==> config.mk <==
export PLATFORM = sky130hd
export DESIGN_NAME = vfdc_top
export DESIGN_NICKNAME = d
export VERILOG_FILES = /design/src/vfdc_pkg.sv /design/src/vfdc_fifo.sv /design/src/vfdc_top.sv
export SDC_FILE = /design/constraint.sdc
export NUM_CORES = 1
export LEC_CHECK = 0
export BUFFER_PORTS_ARGS = -buffer_cell sky130_fd_sc_hd__buf_2
export CAP_MARGIN = 10
export CORE_MARGIN = 2
export CORE_UTILIZATION = 40
export CTS_BUF_LIST = sky130_fd_sc_hd__clkbuf_4 sky130_fd_sc_hd__clkbuf_8 sky130_fd_sc_hd__clkbuf_16
export DETAILED_ROUTE_END_ITERATION = 16
export PLACE_DENSITY = 0.57
export SLEW_MARGIN = 10
export SYNTH_ARGS = -nofsm -noshare
export SYNTH_HDL_FRONTEND = slang
export SYNTH_SLANG_ARGS = --single-unit
==> constraint.sdc <==
create_clock -name clk_i -period 13 [get_ports clk_i]
set_input_delay 2.6 -clock clk_i [delete_from_list [all_inputs] [get_ports clk_i]]
set_output_delay 2.6 -clock clk_i [all_outputs]
set_load 0.005 [all_outputs]
==> src/vfdc_pkg.sv <==
// shared constants for the fluorescent display controller
package vfdc_pkg;

  // clock and section timing
  localparam int unsigned CLK_MHZ        = 100;
  localparam int unsigned SECTION_NS     = 16000;
  localparam int unsigned SECTION_CYC    = (SECTION_NS * CLK_MHZ + 999) / 1000;
  localparam logic [10:0] SECTION_LAST   = 11'(SECTION_CYC - 1);

  // display scan layout
  localparam logic [4:0]  PWM_SECTIONS   = 5'h10;
  localparam logic [4:0]  KEY_SECTION    = 5'h10;
  localparam logic [4:0]  GRID_BASE      = 5'h08;
  localparam logic [4:0]  SEG_PLUS_GRID  = 5'h1c;
  localparam logic [3:0]  MODE_MAX       = 4'h8;
  localparam int unsigned RAM_DEPTH      = 48;
  localparam logic [5:0]  ADDR_LIMIT     = 6'h30;
  localparam logic [5:0]  NIBBLE_COL     = 6'h02;
  localparam logic [5:0]  BYTES_PER_GRID = 6'h03;

  // key matrix
  localparam int unsigned KEY_STROBES    = 12;
  localparam int unsigned KEY_RETURNS    = 4;
  localparam int unsigned KEY_BITS       = KEY_STROBES * KEY_RETURNS;
  localparam logic [4:0]  KEY_SLOTS      = 5'h0c;

  // command opcodes in bits 7:6 of a command byte
  localparam logic [1:0]  CMD_MODE       = 2'h0;
  localparam logic [1:0]  CMD_DATA       = 2'h1;
  localparam logic [1:0]  CMD_CTRL       = 2'h2;
  localparam logic [1:0]  CMD_ADDR       = 2'h3;

  // data setting modes in bits 1:0
  localparam logic [1:0]  DMODE_WR_DISP  = 2'h0;
  localparam logic [1:0]  DMODE_WR_LED   = 2'h1;
  localparam logic [1:0]  DMODE_RD_KEY   = 2'h2;
  localparam logic [1:0]  DMODE_RD_GIN   = 2'h3;

  // power-on values
  localparam logic [3:0]  RST_MODE       = 4'h8;
  localparam logic [1:0]  RST_DMODE      = 2'h0;
  localparam logic        RST_FIXED      = 1'b0;
  localparam logic [5:0]  RST_ADDR       = 6'h00;
  localparam logic [2:0]  RST_DIM        = 3'h0;
  localparam logic        RST_DISP_ON    = 1'b0;
  localparam logic [4:0]  RST_LED        = 5'h1f;

  // receive buffer and input synchronisers
  localparam int unsigned FIFO_WIDTH     = 9;
  localparam int unsigned FIFO_DEPTH     = 4;
  localparam int unsigned SYNC_BITS      = 11;

  // on-width in sixteenths for each brightness code
  function automatic logic [4:0] vfdc_dim_width(input logic [2:0] code);
    logic [4:0] w;
    w = 5'h01;
    unique case (code)
      3'h0: w = 5'h01;
      3'h1: w = 5'h02;
      3'h2: w = 5'h04;
      3'h3: w = 5'h0a;
      3'h4: w = 5'h0b;
      3'h5: w = 5'h0c;
      3'h6: w = 5'h0d;
      3'h7: w = 5'h0e;
    endcase
    return w;
  endfunction

endpackage

==> src/vfdc_fifo.sv <==
// small valid/ready fifo between the serial receiver and the command executor
`timescale 1ns/1ns
module vfdc_fifo #(
  parameter int unsigned WIDTH = 9,
  parameter int unsigned DEPTH = 4
) (
  // clock and reset
  input  wire logic             clk_i,
  input  wire logic             sys_rst_i,
  // fill side
  input  wire logic             in_valid_i,
  output logic                  in_ready_o,
  input  wire logic [WIDTH-1:0] in_data_i,
  // drain side
  output logic                  out_valid_o,
  input  wire logic             out_ready_i,
  output logic      [WIDTH-1:0] out_data_o
);
  localparam int unsigned PW = $clog2(DEPTH);
  localparam int unsigned CW = $clog2(DEPTH + 1);
  localparam logic [CW-1:0] FULL_CNT = CW'(DEPTH);
  localparam logic [PW-1:0] LAST_PTR = PW'(DEPTH - 1);

  logic [WIDTH-1:0] mem_q [DEPTH];
  logic [PW-1:0]    wr_q, wr_d, rd_q, rd_d;
  logic [CW-1:0]    cnt_q, cnt_d;
  logic             push, pop;

  assign in_ready_o  = (cnt_q != FULL_CNT);
  assign out_valid_o = (cnt_q != '0);
  assign out_data_o  = mem_q[rd_q];
  assign push        = in_valid_i & in_ready_o;
  assign pop         = out_valid_o & out_ready_i;

  always_comb begin
    wr_d  = wr_q;
    rd_d  = rd_q;
    cnt_d = cnt_q;
    if (push) begin
      wr_d = (wr_q == LAST_PTR) ? '0 : wr_q + 1'b1;
    end
    if (pop) begin
      rd_d = (rd_q == LAST_PTR) ? '0 : rd_q + 1'b1;
    end
    if (push && !pop) begin
      cnt_d = cnt_q + 1'b1;
    end else if (pop && !push) begin
      cnt_d = cnt_q - 1'b1;
    end
  end

  always_ff @(posedge clk_i or posedge sys_rst_i) begin
    if (sys_rst_i) begin
      wr_q  <= '0;
      rd_q  <= '0;
      cnt_q <= '0;
    end else begin
      wr_q  <= wr_d;
      rd_q  <= rd_d;
      cnt_q <= cnt_d;
    end
  end

  // storage holds no control state, so it needs no reset
  always_ff @(posedge clk_i) begin
    if (push) begin
      mem_q[wr_q] <= in_data_i;
    end
  end

endmodule

==> src/vfdc_top.sv <==
// fluorescent display controller: serial link, display memory, dimming, key scan
//
// Contract
// - byte-addressed display memory, nibbles, mapped per grid
// - last four segment lines use low nibble only
// - grid period split into seventeen equal sections, sixteen pwm and one key
// - brightness code picks 1,2,4,10..14 sixteenths
// - twelve strobes sample four returns into storage
// - key read shifts stored states out lsb first
// - led write lsb first, zero lights led
// - led data bits five to seven dropped
// - input nibble read lsb first, upper zeros
// - first byte after select low is command
// - select high mid-byte discards partial byte only
// - mode change forces display off, stops scanning
// - same mode selected again does nothing
// - power-on mode sixteen grids twelve segments
// - power-on data setting normal, auto increment
// - address 30 hex or above drops data
// - power-on address pointer is zero
// - power-on dimmest width, display off, scan stopped
// - key scan cycle spans two display frames
`timescale 1ns/1ns
module vfdc_top
  import vfdc_pkg::*;
(
  // clock and reset
  input  wire logic        clk_i,
  input  wire logic        sys_rst_i,
  // serial link
  input  wire logic        cs_n_i,
  input  wire logic        sclk_i,
  input  wire logic        serial_data_in_i,
  output logic             dout_o,
  output logic             dout_oe_n_o,
  // key matrix and input port
  input  wire logic [3:0]  key_return_inputs_i,
  input  wire logic [3:0]  general_input_nibble_i,
  // display drive
  output logic [11:0]      segment_key_strobe_lines_o,
  output logic [7:0]       seg_upper_o,
  output logic [15:0]      grid_o,
  output logic [4:0]       led_o,
  // status
  output logic             display_on_o,
  output logic             rx_drop_o
);

  // input synchronisers
  logic [SYNC_BITS-1:0] sync1_q, sync2_q;
  logic                 sclk_prev_q;
  logic                 cs_n_s, sclk_s, din_s, rise, fall;
  logic [3:0]           keyret_s, gin_s;

  always_ff @(posedge clk_i or posedge sys_rst_i) begin
    if (sys_rst_i) begin
      sync1_q     <= 11'h003;
      sync2_q     <= 11'h003;
      sclk_prev_q <= 1'b1; // link clock idles high, so no false rise
    end else begin
      sync1_q     <= {general_input_nibble_i, key_return_inputs_i, serial_data_in_i,
                      sclk_i, cs_n_i};
      sync2_q     <= sync1_q;
      sclk_prev_q <= sync2_q[1];
    end
  end

  assign cs_n_s   = sync2_q[0];
  assign sclk_s   = sync2_q[1];
  assign din_s    = sync2_q[2];
  assign keyret_s = sync2_q[6:3];
  assign gin_s    = sync2_q[10:7];
  assign rise     = sclk_s & ~sclk_prev_q;
  assign fall     = ~sclk_s & sclk_prev_q;

  // receiver and read-out shifter
  logic [7:0]          rx_sh_q, rx_sh_d;
  logic [2:0]          rx_cnt_q, rx_cnt_d;
  logic                first_q, first_d;
  logic                rd_phase_q, rd_phase_d;
  logic                arm_q, arm_d;
  logic [KEY_BITS-1:0] tx_sh_q, tx_sh_d;
  logic [KEY_BITS-1:0] key_q, key_d;
  logic                push_valid, push_ready;
  logic [8:0]          push_data;
  logic [7:0]          rx_byte;

  assign rx_byte = {din_s, rx_sh_q[7:1]};

  always_comb begin
    rx_sh_d    = rx_sh_q;
    rx_cnt_d   = rx_cnt_q;
    first_d    = first_q;
    rd_phase_d = rd_phase_q;
    arm_d      = arm_q;
    tx_sh_d    = tx_sh_q;
    push_valid = 1'b0;
    push_data  = {first_q, rx_byte};
    if (cs_n_s) begin
      // partial byte thrown away, executed state untouched
      rx_cnt_d   = 3'h0;
      first_d    = 1'b1;
      rd_phase_d = 1'b0;
      arm_d      = 1'b0;
    end else if (rd_phase_q) begin
      // host samples on rise, next bit shows after the following fall
      if (rise) begin
        arm_d = 1'b1;
      end
      if (fall && arm_q) begin
        tx_sh_d = {1'b1, tx_sh_q[KEY_BITS-1:1]};
        arm_d   = 1'b0;
      end
    end else if (rise) begin
      rx_sh_d  = rx_byte; // lsb first on rising edge
      rx_cnt_d = rx_cnt_q + 3'h1;
      if (rx_cnt_q == 3'h7) begin
        push_valid = 1'b1;
        first_d    = 1'b0; // only the first byte is a command
        if (first_q && rx_byte[7:6] == CMD_DATA && rx_byte[1]) begin
          rd_phase_d = 1'b1;
          if (rx_byte[1:0] == DMODE_RD_GIN) begin
            tx_sh_d = {40'hff_ffff_ffff, 4'h0, gin_s};
          end else begin
            tx_sh_d = key_q;
          end
        end
      end
    end
  end

  always_ff @(posedge clk_i or posedge sys_rst_i) begin
    if (sys_rst_i) begin
      rx_sh_q    <= 8'h00;
      rx_cnt_q   <= 3'h0;
      first_q    <= 1'b1;
      rd_phase_q <= 1'b0;
      arm_q      <= 1'b0;
      tx_sh_q    <= {KEY_BITS{1'b1}};
    end else begin
      rx_sh_q    <= rx_sh_d;
      rx_cnt_q   <= rx_cnt_d;
      first_q    <= first_d;
      rd_phase_q <= rd_phase_d;
      arm_q      <= arm_d;
      tx_sh_q    <= tx_sh_d;
    end
  end

  // open drain: only ever pulls low
  assign dout_o      = 1'b0;
  assign dout_oe_n_o = ~(rd_phase_q & ~tx_sh_q[0]);
  // the link cannot be stalled, so a full buffer loses the byte
  assign rx_drop_o   = push_valid & ~push_ready;

  // receive buffer
  logic       ent_valid, ent_ready;
  logic [8:0] ent;

  vfdc_fifo #(
    .WIDTH (FIFO_WIDTH),
    .DEPTH (FIFO_DEPTH)
  ) u_fifo (
    .clk_i       (clk_i),
    .sys_rst_i   (sys_rst_i),
    .in_valid_i  (push_valid),
    .in_ready_o  (push_ready),
    .in_data_i   (push_data),
    .out_valid_o (ent_valid),
    .out_ready_i (ent_ready),
    .out_data_o  (ent)
  );

  // command executor, one entry every two cycles
  logic [7:0] ram_q [RAM_DEPTH];
  logic [3:0] mode_q, mode_d, new_mode;
  logic [1:0] dmode_q, dmode_d;
  logic       fixed_q, fixed_d;
  logic [5:0] addr_q, addr_d;
  logic       disp_on_q, disp_on_d;
  logic [2:0] dim_q, dim_d;
  logic [4:0] led_q, led_d;
  logic       busy_q, busy_d;
  logic       ram_we;
  logic [7:0] ram_wd;
  logic       pop;

  assign ent_ready = ~busy_q;
  assign pop       = ent_valid & ~busy_q;
  assign new_mode  = (ent[3:0] > MODE_MAX) ? MODE_MAX : ent[3:0];

  always_comb begin
    mode_d    = mode_q;
    dmode_d   = dmode_q;
    fixed_d   = fixed_q;
    addr_d    = addr_q;
    disp_on_d = disp_on_q;
    dim_d     = dim_q;
    led_d     = led_q;
    busy_d    = pop;
    ram_we    = 1'b0;
    ram_wd    = ent[7:0];
    if (pop && ent[8]) begin
      unique case (ent[7:6])
        CMD_MODE: begin
          if (new_mode != mode_q) begin
            mode_d    = new_mode;
            disp_on_d = 1'b0;
          end
        end
        CMD_DATA: begin
          dmode_d = ent[1:0];
          fixed_d = ent[2];
        end
        CMD_CTRL: begin
          dim_d     = ent[2:0];
          disp_on_d = ent[3];
        end
        CMD_ADDR: begin
          addr_d = ent[5:0];
        end
      endcase
    end else if (pop) begin
      if (dmode_q == DMODE_WR_DISP && addr_q < ADDR_LIMIT) begin
        ram_we = 1'b1;
        if ((addr_q % BYTES_PER_GRID) == NIBBLE_COL) begin
          ram_wd = {4'h0, ent[3:0]};
        end
        if (!fixed_q) begin
          addr_d = addr_q + 6'h01; // stops at the limit, never wraps back in
        end
      end else if (dmode_q == DMODE_WR_LED) begin
        led_d = ent[4:0];
      end
    end
  end

  always_ff @(posedge clk_i or posedge sys_rst_i) begin
    if (sys_rst_i) begin
      mode_q    <= RST_MODE;
      dmode_q   <= RST_DMODE;
      fixed_q   <= RST_FIXED;
      addr_q    <= RST_ADDR;
      disp_on_q <= RST_DISP_ON;
      dim_q     <= RST_DIM;
      led_q     <= RST_LED;
      busy_q    <= 1'b0;
    end else begin
      mode_q    <= mode_d;
      dmode_q   <= dmode_d;
      fixed_q   <= fixed_d;
      addr_q    <= addr_d;
      disp_on_q <= disp_on_d;
      dim_q     <= dim_d;
      led_q     <= led_d;
      busy_q    <= busy_d;
    end
  end

  // contents are undefined until written, as with any display memory
  always_ff @(posedge clk_i) begin
    if (ram_we) begin
      ram_q[addr_q] <= ram_wd;
    end
  end

  // scan timing and key storage
  logic [10:0] cyc_q, cyc_d;
  logic [4:0]  sect_q, sect_d;
  logic [3:0]  grid_q, grid_d;
  logic        odd_q, odd_d;
  logic [4:0]  grids, segs, slot;
  int unsigned kidx;

  assign grids = GRID_BASE + {1'b0, mode_q};
  assign segs  = SEG_PLUS_GRID - grids;
  assign slot  = odd_q ? grids + {1'b0, grid_q} : {1'b0, grid_q};
  assign kidx  = 32'(slot) * KEY_RETURNS;

  always_comb begin
    cyc_d  = cyc_q;
    sect_d = sect_q;
    grid_d = grid_q;
    odd_d  = odd_q;
    key_d  = key_q;
    if (!disp_on_q) begin
      // scanning halted, stored keys kept
      cyc_d  = 11'h000;
      sect_d = 5'h00;
      grid_d = 4'h0;
      odd_d  = 1'b0;
    end else if (cyc_q != SECTION_LAST) begin
      cyc_d = cyc_q + 11'h001;
    end else begin
      cyc_d  = 11'h000;
      sect_d = sect_q + 5'h01; // sixteen pwm sections then a key section
      if (sect_q == KEY_SECTION) begin
        sect_d = 5'h00;
        if (slot < KEY_SLOTS) begin
          key_d[kidx +: KEY_RETURNS] = keyret_s;
        end
        if ({1'b0, grid_q} == grids - 5'h01) begin
          grid_d = 4'h0;
          odd_d  = ~odd_q; // two frames per key cycle
        end else begin
          grid_d = grid_q + 4'h1;
        end
      end
    end
  end

  always_ff @(posedge clk_i or posedge sys_rst_i) begin
    if (sys_rst_i) begin
      cyc_q  <= 11'h000;
      sect_q <= 5'h00;
      grid_q <= 4'h0;
      odd_q  <= 1'b0;
      key_q  <= {KEY_BITS{1'b0}};
    end else begin
      cyc_q  <= cyc_d;
      sect_q <= sect_d;
      grid_q <= grid_d;
      odd_q  <= odd_d;
      key_q  <= key_d;
    end
  end

  // output drive
  logic [19:0] seg_q, seg_d;
  logic [15:0] grid_out_q, grid_out_d;
  logic [5:0]  base;
  logic        lit;

  assign base = {grid_q, 1'b0} + {2'b00, grid_q};
  assign lit  = disp_on_q && (sect_q < PWM_SECTIONS) &&
                (sect_q < vfdc_dim_width(dim_q));

  always_comb begin
    seg_d      = 20'h00000;
    grid_out_d = 16'h0000;
    if (lit) begin
      grid_out_d[grid_q] = 1'b1;
      seg_d = {ram_q[base + 6'h02][3:0], ram_q[base + 6'h01], ram_q[base]};
      for (int i = 0; i < 20; i++) begin
        if (5'(i) >= segs) begin
          seg_d[i] = 1'b0;
        end
      end
    end else if (disp_on_q && sect_q == KEY_SECTION && slot < KEY_SLOTS) begin
      seg_d[slot] = 1'b1; // strobe shares the low segment lines
    end
  end

  always_ff @(posedge clk_i or posedge sys_rst_i) begin
    if (sys_rst_i) begin
      seg_q      <= 20'h00000;
      grid_out_q <= 16'h0000;
    end else begin
      seg_q      <= seg_d;
      grid_out_q <= grid_out_d;
    end
  end

  assign segment_key_strobe_lines_o = seg_q[11:0];
  assign seg_upper_o                = seg_q[19:12];
  assign grid_o                     = grid_out_q;
  assign led_o                      = led_q;
  assign display_on_o               = disp_on_q;

endmodule

Word level (Yosys, flattened, before mapping) --
Memory sizes are Yosys's and may differ from the RTL's. Cells that the tools add are included.
Storage, ports and cells: flip-flop bits (word level) 220, memory bits (writable) 420, bits in read-only memories 32, input port bits 13, output and inout bits 45, word-level logic and storage cells 254, memories 3
Operators by class: add/sub/neg operators 17, div/mod/pow operators 1, order comparisons 29, eq/ne operators 23, shift operators 2, muxes and demuxes 91, bitwise logic cells 18, reductions and logical operators 43
Memories:
- ram_q | depth 48, width 8, read ports 3, clocked after memory_dff 0, write ports 1, RTL line vfdc_top.sv:175 | logic [7:0] ram_q [RAM_DEPTH];
- u_fifo.mem_q | depth 4, width 9, read ports 1, clocked after memory_dff 0, write ports 1, RTL line vfdc_fifo.sv:24 | logic [WIDTH-1:0] mem_q [DEPTH];
- (name not given) | depth 8, width 4, read ports 1, clocked after memory_dff 0, write ports 0, RTL line vfdc_pkg.sv:57 | unique case (code)
Operators with widths (number):
- 2-to-1 mux 48 bit | 6
- 2-to-1 mux 1 bit | 51
- bitwise mux 48 bit | 1
- variable shift 4 x 34 -> 48 bit, first input constant | 1
- variable part select 4 x 34 -> 48 bit | 1
- >= comparator 4 x 5 -> 1 bit, first input constant | 8
- 2-to-1 mux 20 bit | 2
- negation 7 -> 34 bit | 1
- 2-to-1 mux 8 bit | 4
- 2-to-1 mux 6 bit | 5
- 2-to-1 mux 11 bit | 2
- >= comparator 3 x 5 -> 1 bit, first input constant | 4
- >= comparator 5 bit, first input constant | 4
- 2-to-1 mux 4 bit | 5
- 2-to-1 mux 5 bit | 4
- nonzero test 2 bit | 10
- 2-to-1 mux 16 bit | 1
- 2-to-1 mux 3 bit | 5
- AND reduction 3 bit | 5
- logical AND 1 bit | 13
- adder 6 x 1 -> 6 bit, second input constant | 2
- NOT 1 bit | 12
- AND reduction 4 bit | 3
- adder 11 x 1 -> 11 bit, second input constant | 1
- other kinds (44) | 73

Longest topological paths before layout --
Gate-level depths: netlist of run 1.
depth in word-level cells 10, mapped depth 16, gate-level depth less buffers 15

By module --
Synthesis of run 1 repeated with hierarchy kept, for this count alone.
Second synthesis, totals: cells, all modules 2155, area total of the unflattened synthesis 32004.4 sq um
By module, submodules not included:
- vfdc_top | times used 1, cells each 2070, area an instance 30255.3 sq um, seq. area each 16911.2 sq um
- vfdc_fifo | times used 1, cells each 85, area an instance 1749.2 sq um, seq. area each 1256.2 sq um

Worst setup path before layout of run 1 --
OpenSTA, ideal clock, no wires.
kind flip-flop to output port, start reg rd_phase_q, end out rx_drop_o, data arrival time 1.733 ns, required time 10.400 ns, path slack 8.667 ns, stages on the path, launching flop included 7, path buffers 2, path through dfrtp_1 > clkbuf_1 > nor3b_1 > nor2b_1 > clkbuf_1 > nand2_1 > nor2_1
Between the ends: cells in the longest elaborated chain, start to end 3
Ends and longest elaborated chain:
- from (decl) | RTL line vfdc_top.sv:80 | logic rd_phase_q, rd_phase_d;
- from (signal assigned) | RTL line vfdc_top.sv:144 | rd_phase_q <= rd_phase_d;
- 2-to-1 mux 1 bit | RTL line vfdc_top.sv:105 | end else if (rd_phase_q) begin
- 2-to-1 mux 1 bit | RTL line vfdc_top.sv:99 | if (cs_n_s) begin
- AND 1 bit | RTL line vfdc_top.sv:154 | assign rx_drop_o = push_valid & ~push_ready;
- to (decl) | RTL line vfdc_top.sv:46 | output logic rx_drop_o
Every way passes these cells.

Worst setup path after layout of run 1 --
start reg grid_q[0], end reg seg_q[5]
Between the ends: cells in the longest elaborated chain, start to end 8, elaborated cells on any way between the ends 14, classes of those cells add/sub (2); order compare (3); mux (6); reduce/logical (2); memory (1)
Ends and longest elaborated chain:
- from (decl) | RTL line vfdc_top.sv:270 | logic [3:0] grid_q, grid_d;
- from (signal assigned) | RTL line vfdc_top.sv:322 | grid_q <= grid_d;
- adder 5 x 4 -> 5 bit | RTL line vfdc_top.sv:277 | assign slot = odd_q ? grids + {1'b0, grid_q} : {1'b0, grid_q};
- 2-to-1 mux 5 bit | RTL line vfdc_top.sv:277
- less-than comparator 5 x 6 -> 1 bit (not written as such) or >= comparator 5 x 1 -> 1 bit (tied branches) | RTL line vfdc_top.sv:350 | seg_d[slot] = 1'b1;
- logical AND 1 bit (not written as such) | RTL line vfdc_top.sv:350
- 2-to-1 mux 1 bit (not written as such) | RTL line vfdc_top.sv:350
- demux 1 bit (select 5 bit) | RTL line vfdc_top.sv:350
- 2-to-1 mux 20 bit | RTL line vfdc_top.sv:349 | end else if (disp_on_q && sect_q == KEY_SECTION && slot < KEY_SLOTS) begin
- 2-to-1 mux 20 bit (*) | RTL line vfdc_top.sv:341 | if (lit) begin
- via seg_d[5] | RTL line vfdc_top.sv:329 | logic [19:0] seg_q, seg_d;
- to (signal assigned) | RTL line vfdc_top.sv:359 | seg_q <= seg_d;
- to (decl) | RTL line vfdc_top.sv:329
The timed path passes the listed nets; every way through them passes the cells marked *. A chain may end at the register's enable or synchronous reset.

==> summary.md, run 1 <==
| Metric | Value |
|---|---|
| Top cell type's share of synthesized area | 0.396 |
| Antenna Cells | 0 |
| CTS root buf | clkbuf_16 |
| Area of the core | 78900 µm² |
| Max Freq | 171 MHz |
| CTS Sinks | 639 |
| Worst setup path start | grid_q[0] |
| Post CTS Setup Buffer Count | 0 |
| TritonCTS clock tree | yes |
| Area occupied by multi-input gates | 13000 µm² |
| R2r endpoint | seg_q[5] |
| Worst Path Class, Setup | flop to flop |
| Post-route setup slack | between 7000 and 8000 ps |
| Dpl ws | 6970 ps |
| Starting Density | 0.403 |
| Synth area leaders | edfxtp_1 (40%), mux4_2 (20%), dfrtp_1 (13%) |
| Area leader, netlist | edfxtp_1 |
| Post-synthesis cell area | 31800 µm² |
| Antenna violations before repair | 1 |
| Ys Warns | 0 |
| Total GRT Usage | 0.211 |
| RSZ-0062 raised after global routing | false |
| Reg area | 18200 µm² |
| Design Area, Final | 35600 µm² |
| Share of cells above drive strength 1 | 0.287 |
| Dpl cell area | between 30000 and 40000 µm² |
| Worst-path cell chain | clkinv_1 > ha_4 > buf_4 > buf_4 > mux4_2 > mux4_2 > mux2i_1 > o21ai_0 > nand3_1 > nand2_1 |
| Synthesized instance count | 2165 |
| Drt wl/cell | 25.9 µm |
| Endpoints failing setup | 0 |
| Crit-path max FO | 70 |
| # rows | between 100 and 150 |
| DR DRC count | 0 |
| Run status | complete, no violations |
| EDFF count, synth | 420 |
| Skew-Pair Late Insertion Delay | 620 ps |
| CTS buffer count | 70 |
| Util after Layout | 0.452 |
| Setup Skew | 29.8 ps |
| Final worst path period share | 0.451 |
| Gates resized, CTS repair | 0 |
| Max-cap viol count | 0 |
| Global route overflow | 0 |
| IO buf count | 56 |
| Die extent in y | 286 µm |
| Filler cell count | 6907 |
| CP Launch Type | flop |
| Die area | 81800 µm² |
| Final nets | ~2.3k |
| Hold EP | sync2_q[10] |
| Crit-path slowest cell | ha_4 |
| Slew @ Worst Pin | ~1300 ps |
| WP data required | 13490 ps |
| Crit-path max cell delay | 1140 ps |
| Slew headroom | 0.145 |
| Pwr dens | 158 nW/µm² |
| Max Slew Vio Count | 0 |
| Crit path max-delay family | buffers and inverters |
| Vias in the first global route | roughly 20k |
| Ys async rst share | 0.343 |
| R2r setup slk | 7140 ps |
| Chip Width | around 290 µm |
| Hold_sp | sync1_q[10] |
| TritonRoute pass-1 iters | 5 |
| Sequential-to-total area share from yosys stat | 0.571 |
| Net count after synthesis | approximately 2.2k |
| Synth cell count leaders | edfxtp_1 (420), mux4_2 (279), nand2_1 (223), dfrtp_1 (159) |
| CP Buf/Inv Count | 3 |
| Routed Wire Length | 85800 µm |
| Most common cell in the synthesized netlist | edfxtp_1 |
| H-tree depth | 3 |
| Cell variety after synth | 82 |
| Final hold vios | 0 |
| Final ANT Viol Nets | 0 |
| DP HPWL | 57600 µm |
| RePlAce Congestion | 0.878 |
| HP Class | flop to flop |
| Setup total negative slack | 0 ps |
| Syn avg cell area | ~15 µm² |
| Top_reg_cell synth | edfxtp_1 |
| Num ports | 58 |
| P_leak | 12.1 nW |
| Via-per-instance ratio | 6.06 |
| Vias after detailed routing | approximately 20k |
| Largest net degree at the start of global routing | 159 |
| Hold Worst Slack | 349 ps |
| VDD IR max | 0.0956 mV |
| Layout area overhead | 12.0% |
| Tmin final | 5860 ps |
| Register-to-Register Path Depth | 10 |
| Hold Crit Depth | 0 |
| Worst Path Arrival | 6340 ps |
| Worst r2r src | grid_q[0] |
| CP endpoint kind | flop |
| First-pass GRT wire length | 129000 µm |
| Clock Pin Slew Worst Setup and Hold Paths | 60 ps |
| Drt initial violations | 1942 |
| CTS Hold Bufs | 0 |
| Seq cells post-synth | 639 |
| Max clock buf depth | 3 |
-- state kept, by name, indices dropped and copies added (netlist names), 7 cells and up --
| signal | cells |
|---|---|
| cyc_q | 11 |
| key_q | 48 |
| seg_q | 20 |
| tx_sh_q | 48 |
| sync2_q | 11 |
| u_fifo.mem_q | 36 |
| rx_sh_q | 7 |
| sync1_q | 11 |
| grid_o | 16 |
| ram_q | 384 |
-- metrics by stage --
step	total power, mW	std cells
6_report	5.63	3308
3_5_place_dp	3.64	3179
4_1_cts	5.67	3306
3_3_place_gp	3.60	3178
5_1_grt	5.86	3308
2_1_floorplan	3.27	2165
-- worst max-delay path by stage --
| stage | endpoint | slack [ps] | cells after the start |
|---|---|---|---|
| 2_1_floorplan | addr_q[0] | 4510 | 1 |
| 6_report | seg_q[5] | 7140 | 10 |
| 3_3_place_gp | seg_q[5] | 7100 | 10 |
| 5_1_grt | seg_q[5] | 6560 | 10 |
| 4_1_cts | seg_q[5] | 6980 | 10 |
| 3_5_place_dp | seg_q[5] | 6970 | 10 |
-- logic make-up (layout without fill, tap and decap cells) --
logic type / count (synthesis) / after routing / synth area share
DFF: 639 / 639 / 0.571
xor gates and xnor gates: 39 / 39 / 0.0112
buffers and inverters: 169 / 262 / 0.0223
AOI/OAI and AO/OA: 323 / 323 / 0.0618
adders and majority gates: 49 / 49 / 0.0199
muxes: 375 / 375 / 0.230
and+or+nand+nor: 570 / 570 / 0.0833
other: 1 / 1 / 0.000118
-- worst register-to-register path, stage by stage (launching register included) --
cell and delay [ps]:
dfrtp_4 790, clkinv_1 560, ha_4 1140, buf_4 850, buf_4 720, mux4_2 600, mux4_2 500, mux2i_1 210
o21ai_0 150, nand3_1 140, nand2_1 80
-- per-layer routing --
metal,GRT usage,routed length [µm]
met1,0.293,36400
met2,0.338,41300
met3,0.0360,5940
met4,0.0699,2230
met5,0,0
-- cell type report --
class                      count  share of cell area
sequential                   639               0.510
clock buffer                  84              0.0535
multi-input combinational   1357               0.366
clock inverter                43              0.0123
inverter                      34             0.00379
timing repair buffer         101              0.0178
tap                         1050              0.0369
-- where the power goes --
part | switching, mW | total, mW | internal (mW)
clock network | 0.835 | 2.03 | 1.19
logic | 0.646 | 0.957 | 0.312
registers | 0.170 | 2.65 | 2.48
-- cell usage in the layout, fill, tap and decap left out, drive strengths merged, types with 5 or more instances in the layout --
master / netlist / routed
nand3: 62 / 62
nor4: 10 / 10
dfrtp: 159 / 159
nor3: 16 / 16
clkinv: 2 / 27
or3: 9 / 9
xor2: 14 / 14
o211ai: 7 / 7
xnor2: 24 / 24
dfstp: 60 / 60
nand4: 14 / 14
a31oi: 7 / 7
o22ai: 46 / 46
a211oi: 9 / 9
o21ai: 131 / 131
nor3b: 10 / 10
or2: 5 / 5
bufinv: 0 / 7
and3: 22 / 22
a21o: 8 / 8
mux2: 65 / 65
ha: 45 / 45
and2: 18 / 18
inv: 32 / 35
buf: 62 / 101
a21oi: 60 / 60
clkbuf: 73 / 84
mux2i: 31 / 31
clkinvlp: 0 / 8
nor2: 130 / 130
mux4: 279 / 279
nor2b: 22 / 22
edfxtp: 420 / 420
nand2: 223 / 223
nand2b: 11 / 11
No activity file was read; power rests on OpenSTA's default activity.
==> run 2, diff against run 1 <==
==> constraint.sdc (replaced) <==
create_clock -name clk_i -period 5.5 [get_ports clk_i]
set_input_delay 1.1 -clock clk_i [delete_from_list [all_inputs] [get_ports clk_i]]
set_output_delay 1.1 -clock clk_i [all_outputs]
set_load 0.005 [all_outputs]
==> run 2 against run 1 <==
Via count is 0.84% higher. Non-clock buffer count up 16. Worst setup slack got worse by 6400 ps. Count of clock-buffer cells in the layout increased by 10. Total power up 140%. Die area did not move. Flip-flop and latch count stayed put. Utilization is 0.20 points higher. Largest cell class unchanged.
==> summary.md, run 2 (synthesized netlist as in run 1, its figures left out) <==
| Metric | Value |
|---|---|
| Run status | complete, no violations |
| Crit-path max cell delay | 950 ps (-190 ps) |
| Max-cap viol count | 0 (unchanged) |
| DR DRC count | 0 (unchanged) |
| Reg with most FFs | ram_q |
| Via-per-instance ratio | 6.08 (+0.39%) |
| CTS Sinks | 639 (unchanged) |
| Final nets | 2281 (+0.75%) |
| CTS buffer count | 71 (+1.4%) |
| Max clock buf depth | 3 (unchanged) |
| Worst Path Arrival | 5270 ps (-1070 ps) |
| Vias in the first global route | 20.0k (-0.18%) |
| CTS Hold Bufs | 0 (unchanged) |
| Hold Worst Slack | 347 ps (-2.84 ps) |
| Antenna Cells | 0 (unchanged) |
| Post-route setup slack | 719 ps (-6420 ps) |
| Tmin final | 4780 ps (-1080 ps) |
| DP HPWL | 58100 µm (+0.83%) |
| TritonCTS clock tree | yes |
| HP Class | flop to flop |
| Drt initial violations | 2236 (+15%) |
| Total GRT Usage | 0.209 (-0.00132) |
| Crit-path max FO | 15 (-79%) |
| RePlAce Congestion | 0.858 (-2.2%) |
| Final hold vios | 0 (unchanged) |
| CTS root buf | clkbuf_16 |
| # rows | 103 (unchanged) |
| Commonest non-fill, non-tap cell in the layout | edfxtp_1 |
| IO buf count | 56 (unchanged) |
| Max FFs per register | 384 (unchanged) |
| Setup Skew | 18.2 ps (-11.6 ps) |
| Dpl ws | 756 ps (-6220 ps) |
| Drt wl/cell | 25.8 µm (-0.50%) |
| Global route overflow | 0 (unchanged) |
| Gates resized, CTS repair | 0 (unchanged) |
| RSZ-0062 raised after global routing | false |
| Worst-path cell chain | ha_1 > fa_2 > ha_2 > nand2_1 > xnor2_2 > mux4_2 > mux2i_1 > o21ai_0 > a22o_1 |
| Final worst path period share | 0.869 (+0.419) |
| Layout area overhead | 12.5% |
| TritonRoute pass-1 iters | 6 (+1) |
| VDD IR max | 0.239 mV (+150%) |
| Filler cell count | 6851 (-0.81%) |
| Chip Width | 286 µm (unchanged) |
| Skew-Pair Late Insertion Delay | 620 ps (about the same) |
| H-tree depth | 3 (unchanged) |
| Clock Pin Slew Worst Setup and Hold Paths | 60 ps (about the same) |
| P_leak | 12.2 nW (+1.1%) |
| Design Area, Final | 35800 µm² (+0.44%) |
| Crit-path slowest cell | fa_2 |
| Registers with the most flip-flops | ram_q: 384 flops, key_q: 48 flops, tx_sh_q: 48 flops |
| Max Freq | 209 MHz (+23%) |
| Final ANT Viol Nets | 0 (unchanged) |
| Antenna violations before repair | 1 (unchanged) |
| Dpl cell area | 33500 µm² (+0.63%) |
| Util after Layout | 0.454 (+0.00200) |
| First-pass GRT wire length | 129000 µm (-0.46%) |
| Num ports | 58 (unchanged) |
| Starting Density | 0.403 (unchanged) |
| Vias after detailed routing | 20.2k (+0.84%) |
| Share of cells above drive strength 1 | 0.291 (+0.00338) |
| Die extent in y | 286 µm (unchanged) |
| Slew @ Worst Pin | 1240 ps (-41.5 ps) |
| Endpoints failing setup | 0 (unchanged) |
| Slew headroom | 0.173 (+0.0278) |
| Max Slew Vio Count | 0 (unchanged) |
| Post CTS Setup Buffer Count | 0 (unchanged) |
| CP endpoint kind | flop |
| Die area | 81800 µm² (unchanged) |
| Routed Wire Length | 85800 µm (about the same) |
| Most frequent cells in the layout | edfxtp_1 (420), mux4_2 (279), nand2_1 (222) |
| Worst Path Class, Setup | flop to flop |
| Largest net degree at the start of global routing | 174 (+9.4%) |
| Area occupied by multi-input gates | 13000 µm² (about the same) |
| Area of the core | 78900 µm² (unchanged) |
| WP data required | 5990 ps (-7500 ps) |
| Reg area | 18200 µm² (unchanged) |
| CP Launch Type | flop |
| Setup total negative slack | 0 ps (unchanged) |
| Pwr dens | 370 nW/µm² (+130%) |
## run 2: routing by layer
metal / vias to the layer above / part of all wire / global-route usage
li1: 8625 / - / -
met1: 10500 / 0.41 / 0.295
met2: 946 / 0.49 / 0.339
met3: 107 / 0.081 / 0.0372
met4: 0 / 0.018 / 0.0504
met5: - / 0 / 0
## run 2: where the power goes
group,switching (mW),leakage (nW),internal [mW]
logic,1.56,4.52,0.740
clock network,1.97,1.17,2.75
registers,0.380,6.51,5.86
## run 2: final cells by class
type | instances | share of cell area
well taps | 1050 | 0.0367
multi-input cells | 1357 | 0.364
flip-flops and latches | 639 | 0.508
inverters | 34 | 0.00367
clock inverters | 32 | 0.00839
repair buffers | 117 | 0.0232
clock buffers | 94 | 0.0563
## run 2: final timing paths
| kind | slack [ps] | startpoint | end | cells past startpoint |
|---|---|---|---|---|
| max in group asynchronous | 3990 | sys_rst_i | addr_q[0] | 3 |
| setup reg to reg | 720 | grid_q[1] | seg_q[11] | 9 |
| hold reg to reg | 350 | sync1_q[4] | sync2_q[4] | 0 |
| setup / recovery | 720 | grid_q[1] | seg_q[11] | 9 |
| min in group asynchronous | 680 | sys_rst_i | cyc_q[6] | 3 |
| hold / removal | 350 | sync1_q[4] | sync2_q[4] | 0 |
## run 2: worst max-delay path: cells and delay by family (launching register included)
kind            cells  cell delay, ps
fa+ha+maj           3            1700
compound gates      2             410
xor+xnor            1             940
mux                 2             890
simple gates        1             170
flops               1             530
## run 2: metrics by stage
step	instances	power, mW
after floorplan	2165	7.72
after global placement	3195	8.54
after detailed placement	3196	8.61
after CTS	3322	13.3
after global routing	3323	13.8
final	3323	13.2
==> run 3, diff against run 2 <==
--- a/config.mk
+++ b/config.mk
@@ -7,12 +7,15 @@
 export LEC_CHECK = 0
 export BUFFER_PORTS_ARGS = -buffer_cell sky130_fd_sc_hd__buf_2
 export CAP_MARGIN = 10
+export CELL_PAD_IN_SITES_DETAIL_PLACEMENT = 1
+export CELL_PAD_IN_SITES_GLOBAL_PLACEMENT = 1
 export CORE_MARGIN = 2
 export CORE_UTILIZATION = 40
 export CTS_BUF_LIST = sky130_fd_sc_hd__clkbuf_4 sky130_fd_sc_hd__clkbuf_8 sky130_fd_sc_hd__clkbuf_16
 export DETAILED_ROUTE_END_ITERATION = 16
-export PLACE_DENSITY = 0.57
+export PLACE_DENSITY = 0.65
 export SLEW_MARGIN = 10
 export SYNTH_ARGS = -nofsm -noshare
 export SYNTH_HDL_FRONTEND = slang
 export SYNTH_SLANG_ARGS = --single-unit
+export TNS_END_PERCENT = 10
==> run 3 against run 2 <==
Combinational power up 5%. Clock skew up 2.7 ps. Fmax up 3.2%. Count of clock-buffer cells in the layout unchanged. Register-to-register slack better by 150 ps. Total power up 2.0%. Critical endpoint is now seg_q[15].
==> summary.md, run 3 (synthesized netlist as in run 1, its figures left out) <==
| Metric | Value |
|---|---|
| VDD IR max | 0.222 mV (-7.1%) |
| Post CTS Setup Buffer Count | 0 (unchanged) |
| RePlAce Congestion | 0.880 (+2.5%) |
| Largest net degree at the start of global routing | 131 (-25%) |
| Crit-path slowest cell | o211ai_2 |
| CP endpoint kind | flop |
| Share of cells above drive strength 1 | 0.297 (+0.00609) |
| Antenna Cells | 0 (unchanged) |
| Skew-Pair Late Insertion Delay | 620 ps (about the same) |
| Total GRT Usage | 0.227 (+0.0178) |
| Chip Width | 286 µm (unchanged) |
| Pint | 9.53 mW (+2.0%) |
| Max Freq | 216 MHz (+3.2%) |
| Final worst path period share | 0.842 (-0.0267) |
| Slew @ Worst Pin | 1300 ps (+60.8 ps) |
| Num ports | 58 (unchanged) |
| Util after Layout | 0.455 (+0.00170) |
| Pwr dens | 376 nW/µm² (+1.7%) |
| P_leak | 12.3 nW (+0.46%) |
| IO buf count | 56 (unchanged) |
| Tmin final | 4630 ps (-147 ps) |
| Vias after detailed routing | 20.3k (+0.29%) |
| Dpl cell area | 33500 µm² (+0.11%) |
| Starting Density | 0.403 (unchanged) |
| Met1 WL | 38200 µm (+7.6%) |
| Worst Path Arrival | 5100 ps (-170 ps) |
| Slew headroom | 0.132 (-0.0401) |
| Setup Skew | 20.8 ps (+2.65 ps) |
| Die area | 81800 µm² (unchanged) |
| Net Sw Power | 3.99 mW (+2.2%) |
| Met3 wire length | 6130 µm (-12%) |
| DR DRC count | 0 (unchanged) |
| RSZ-0062 raised after global routing | false |
| Registers with the most flip-flops | ram_q: 384 flops, key_q: 48 flops, tx_sh_q: 48 flops |
| Area of the core | 78900 µm² (unchanged) |
| Max-cap viol count | 0 (unchanged) |
| Max Slew Vio Count | 0 (unchanged) |
| Final nets | 2292 (+0.48%) |
| Clock Pin Slew Worst Setup and Hold Paths | 60 ps (about the same) |
| Gates resized, CTS repair | 0 (unchanged) |
| Crit-path max FO | 18 (+3) |
| Drt initial violations | 2047 (-8.5%) |
| Max layer used | met4 |
| HP Class | flop to flop |
| Metal2 WL | 45600 µm (+9.1%) |
| Final ANT Viol Nets | 0 (unchanged) |
| Via-per-instance ratio | 6.07 (-0.13%) |
| Register share of total power | 0.458 (-0.013) |
| CP Buf/Inv Count | 0 (unchanged) |
| Crit path max-delay family | compound AO/OA/AOI/OAI gates |
| Routed Wire Length | 92200 µm (+7.4%) |
| First-pass GRT wire length | 140000 µm (+8.5%) |
| Drt wl/cell | 27.6 µm (+7.0%) |
| H-tree depth | 3 (unchanged) |
| Max FFs per register | 384 (unchanged) |
| Worst Path Class, Setup | flop to flop |
| Endpoints failing setup | 0 (unchanged) |
| Commonest non-fill, non-tap cell in the layout | edfxtp_1 |
| WP data required | 5970 ps (-20 ps) |
| CTS Hold Bufs | 0 (unchanged) |
| Post-route setup slack | 866 ps (+147 ps) |
| Final hold vios | 0 (unchanged) |
| CTS root buf | clkbuf_16 |
| Run status | complete, no violations |
| Design Area, Final | 35900 µm² (+0.37%) |
| Layout area overhead | 12.9% |
| Switching share of power | 0.295 (+0.000449) |
| Antenna violations before repair | 2 (+1) |
| # rows | 103 (unchanged) |
| CP Launch Type | flop |
| Die extent in y | 286 µm (unchanged) |
| Dpl ws | 929 ps (+173 ps) |
| Crit-path max cell delay | 1030 ps (+80 ps) |
| Most frequent cells in the layout | edfxtp_1 (420), mux4_2 (279), nand2_1 (222) |
| CTS Sinks | 639 (unchanged) |
| Reg with most FFs | ram_q |
| CTS buffer count | 71 (unchanged) |
| TritonCTS clock tree | yes |
| Setup total negative slack | 0 ps (unchanged) |
| Max clock buf depth | 3 (unchanged) |
| Hold Worst Slack | 349 ps (+2.51 ps) |
| TritonRoute pass-1 iters | 6 (unchanged) |
| Comb power frac | 0.178 (+0.005) |
| DP HPWL | 63100 µm (+8.6%) |
| Global route overflow | 0 (unchanged) |
| Worst-path cell chain | ha_1 > fa_2 > xnor2_1 > o22ai_1 > o211ai_2 > mux2_2 > o311ai_0 > o21ai_0 |
| Vias in the first global route | 21.2k (+6.3%) |
| Filler cell count | 7780 (+14%) |
| Clock power share | 0.363 (+0.007) |
[run 3: cell count changes in the layout (fill, tap and decap cells not counted), sizes merged]
cell	before	now
buf	117	128
clkinvlp	1	8
clkinv	25	17
bufinv	3	7
[run 3: metrics by stage]
stage	instances	total power, mW
floorplan	2165	7.72
global placement	3206	8.55
detailed placement	3207	8.71
CTS	3336	13.6
global route	3337	14.1
finish	3337	13.5
[run 3: final timing paths]
path,end,slack (ps),start,cells past startpoint
max in group asynchronous,addr_q[3],3790,sys_rst_i,3
min in group asynchronous,key_q[23],570,sys_rst_i,2
min,sync2_q[6],350,sync1_q[6],0
max reg2reg,seg_q[15],870,grid_q[1],8
min reg2reg,sync2_q[6],350,sync1_q[6],0
max,seg_q[15],870,grid_q[1],8
[run 3: worst reg2reg max path: stages (launching register included)]
cell	delay (ps)
dfrtp_1	540
ha_1	390
fa_2	470
xnor2_1	670
o22ai_1	170
o211ai_2	1030
mux2_2	440
o311ai_0	640
o21ai_0	160
[run 3: routing by layer]
metal,global-route usage,up-vias
li1,-,8632
met1,0.310,10800
met4,0.0627,0
met5,0,-
met2,0.375,728
met3,0.0401,131
[run 3: power by group through the flow]
stage | Combinational (mW) | Clock (mW) | Sequential [mW]
3_3_place_gp | 2.29 | 0 | 6.27
2_1_floorplan | 1.63 | 0 | 6.09
5_1_grt | 2.68 | 5.19 | 6.24
4_1_cts | 2.44 | 5.00 | 6.20
3_5_place_dp | 2.42 | 0 | 6.29
6_report | 2.41 | 4.91 | 6.20
[run 3: final cells by class]
class	count	area [µm²]	share of cell area
flip-flops and latches	639	18200	0.506
multi-input cells	1357	13000	0.363
clock buffers	94	2000	0.0558
well taps	1050	1310	0.0366
repair buffers	128	875	0.0243
clock inverters	35	402	0.0112
inverters	34	131	0.00366
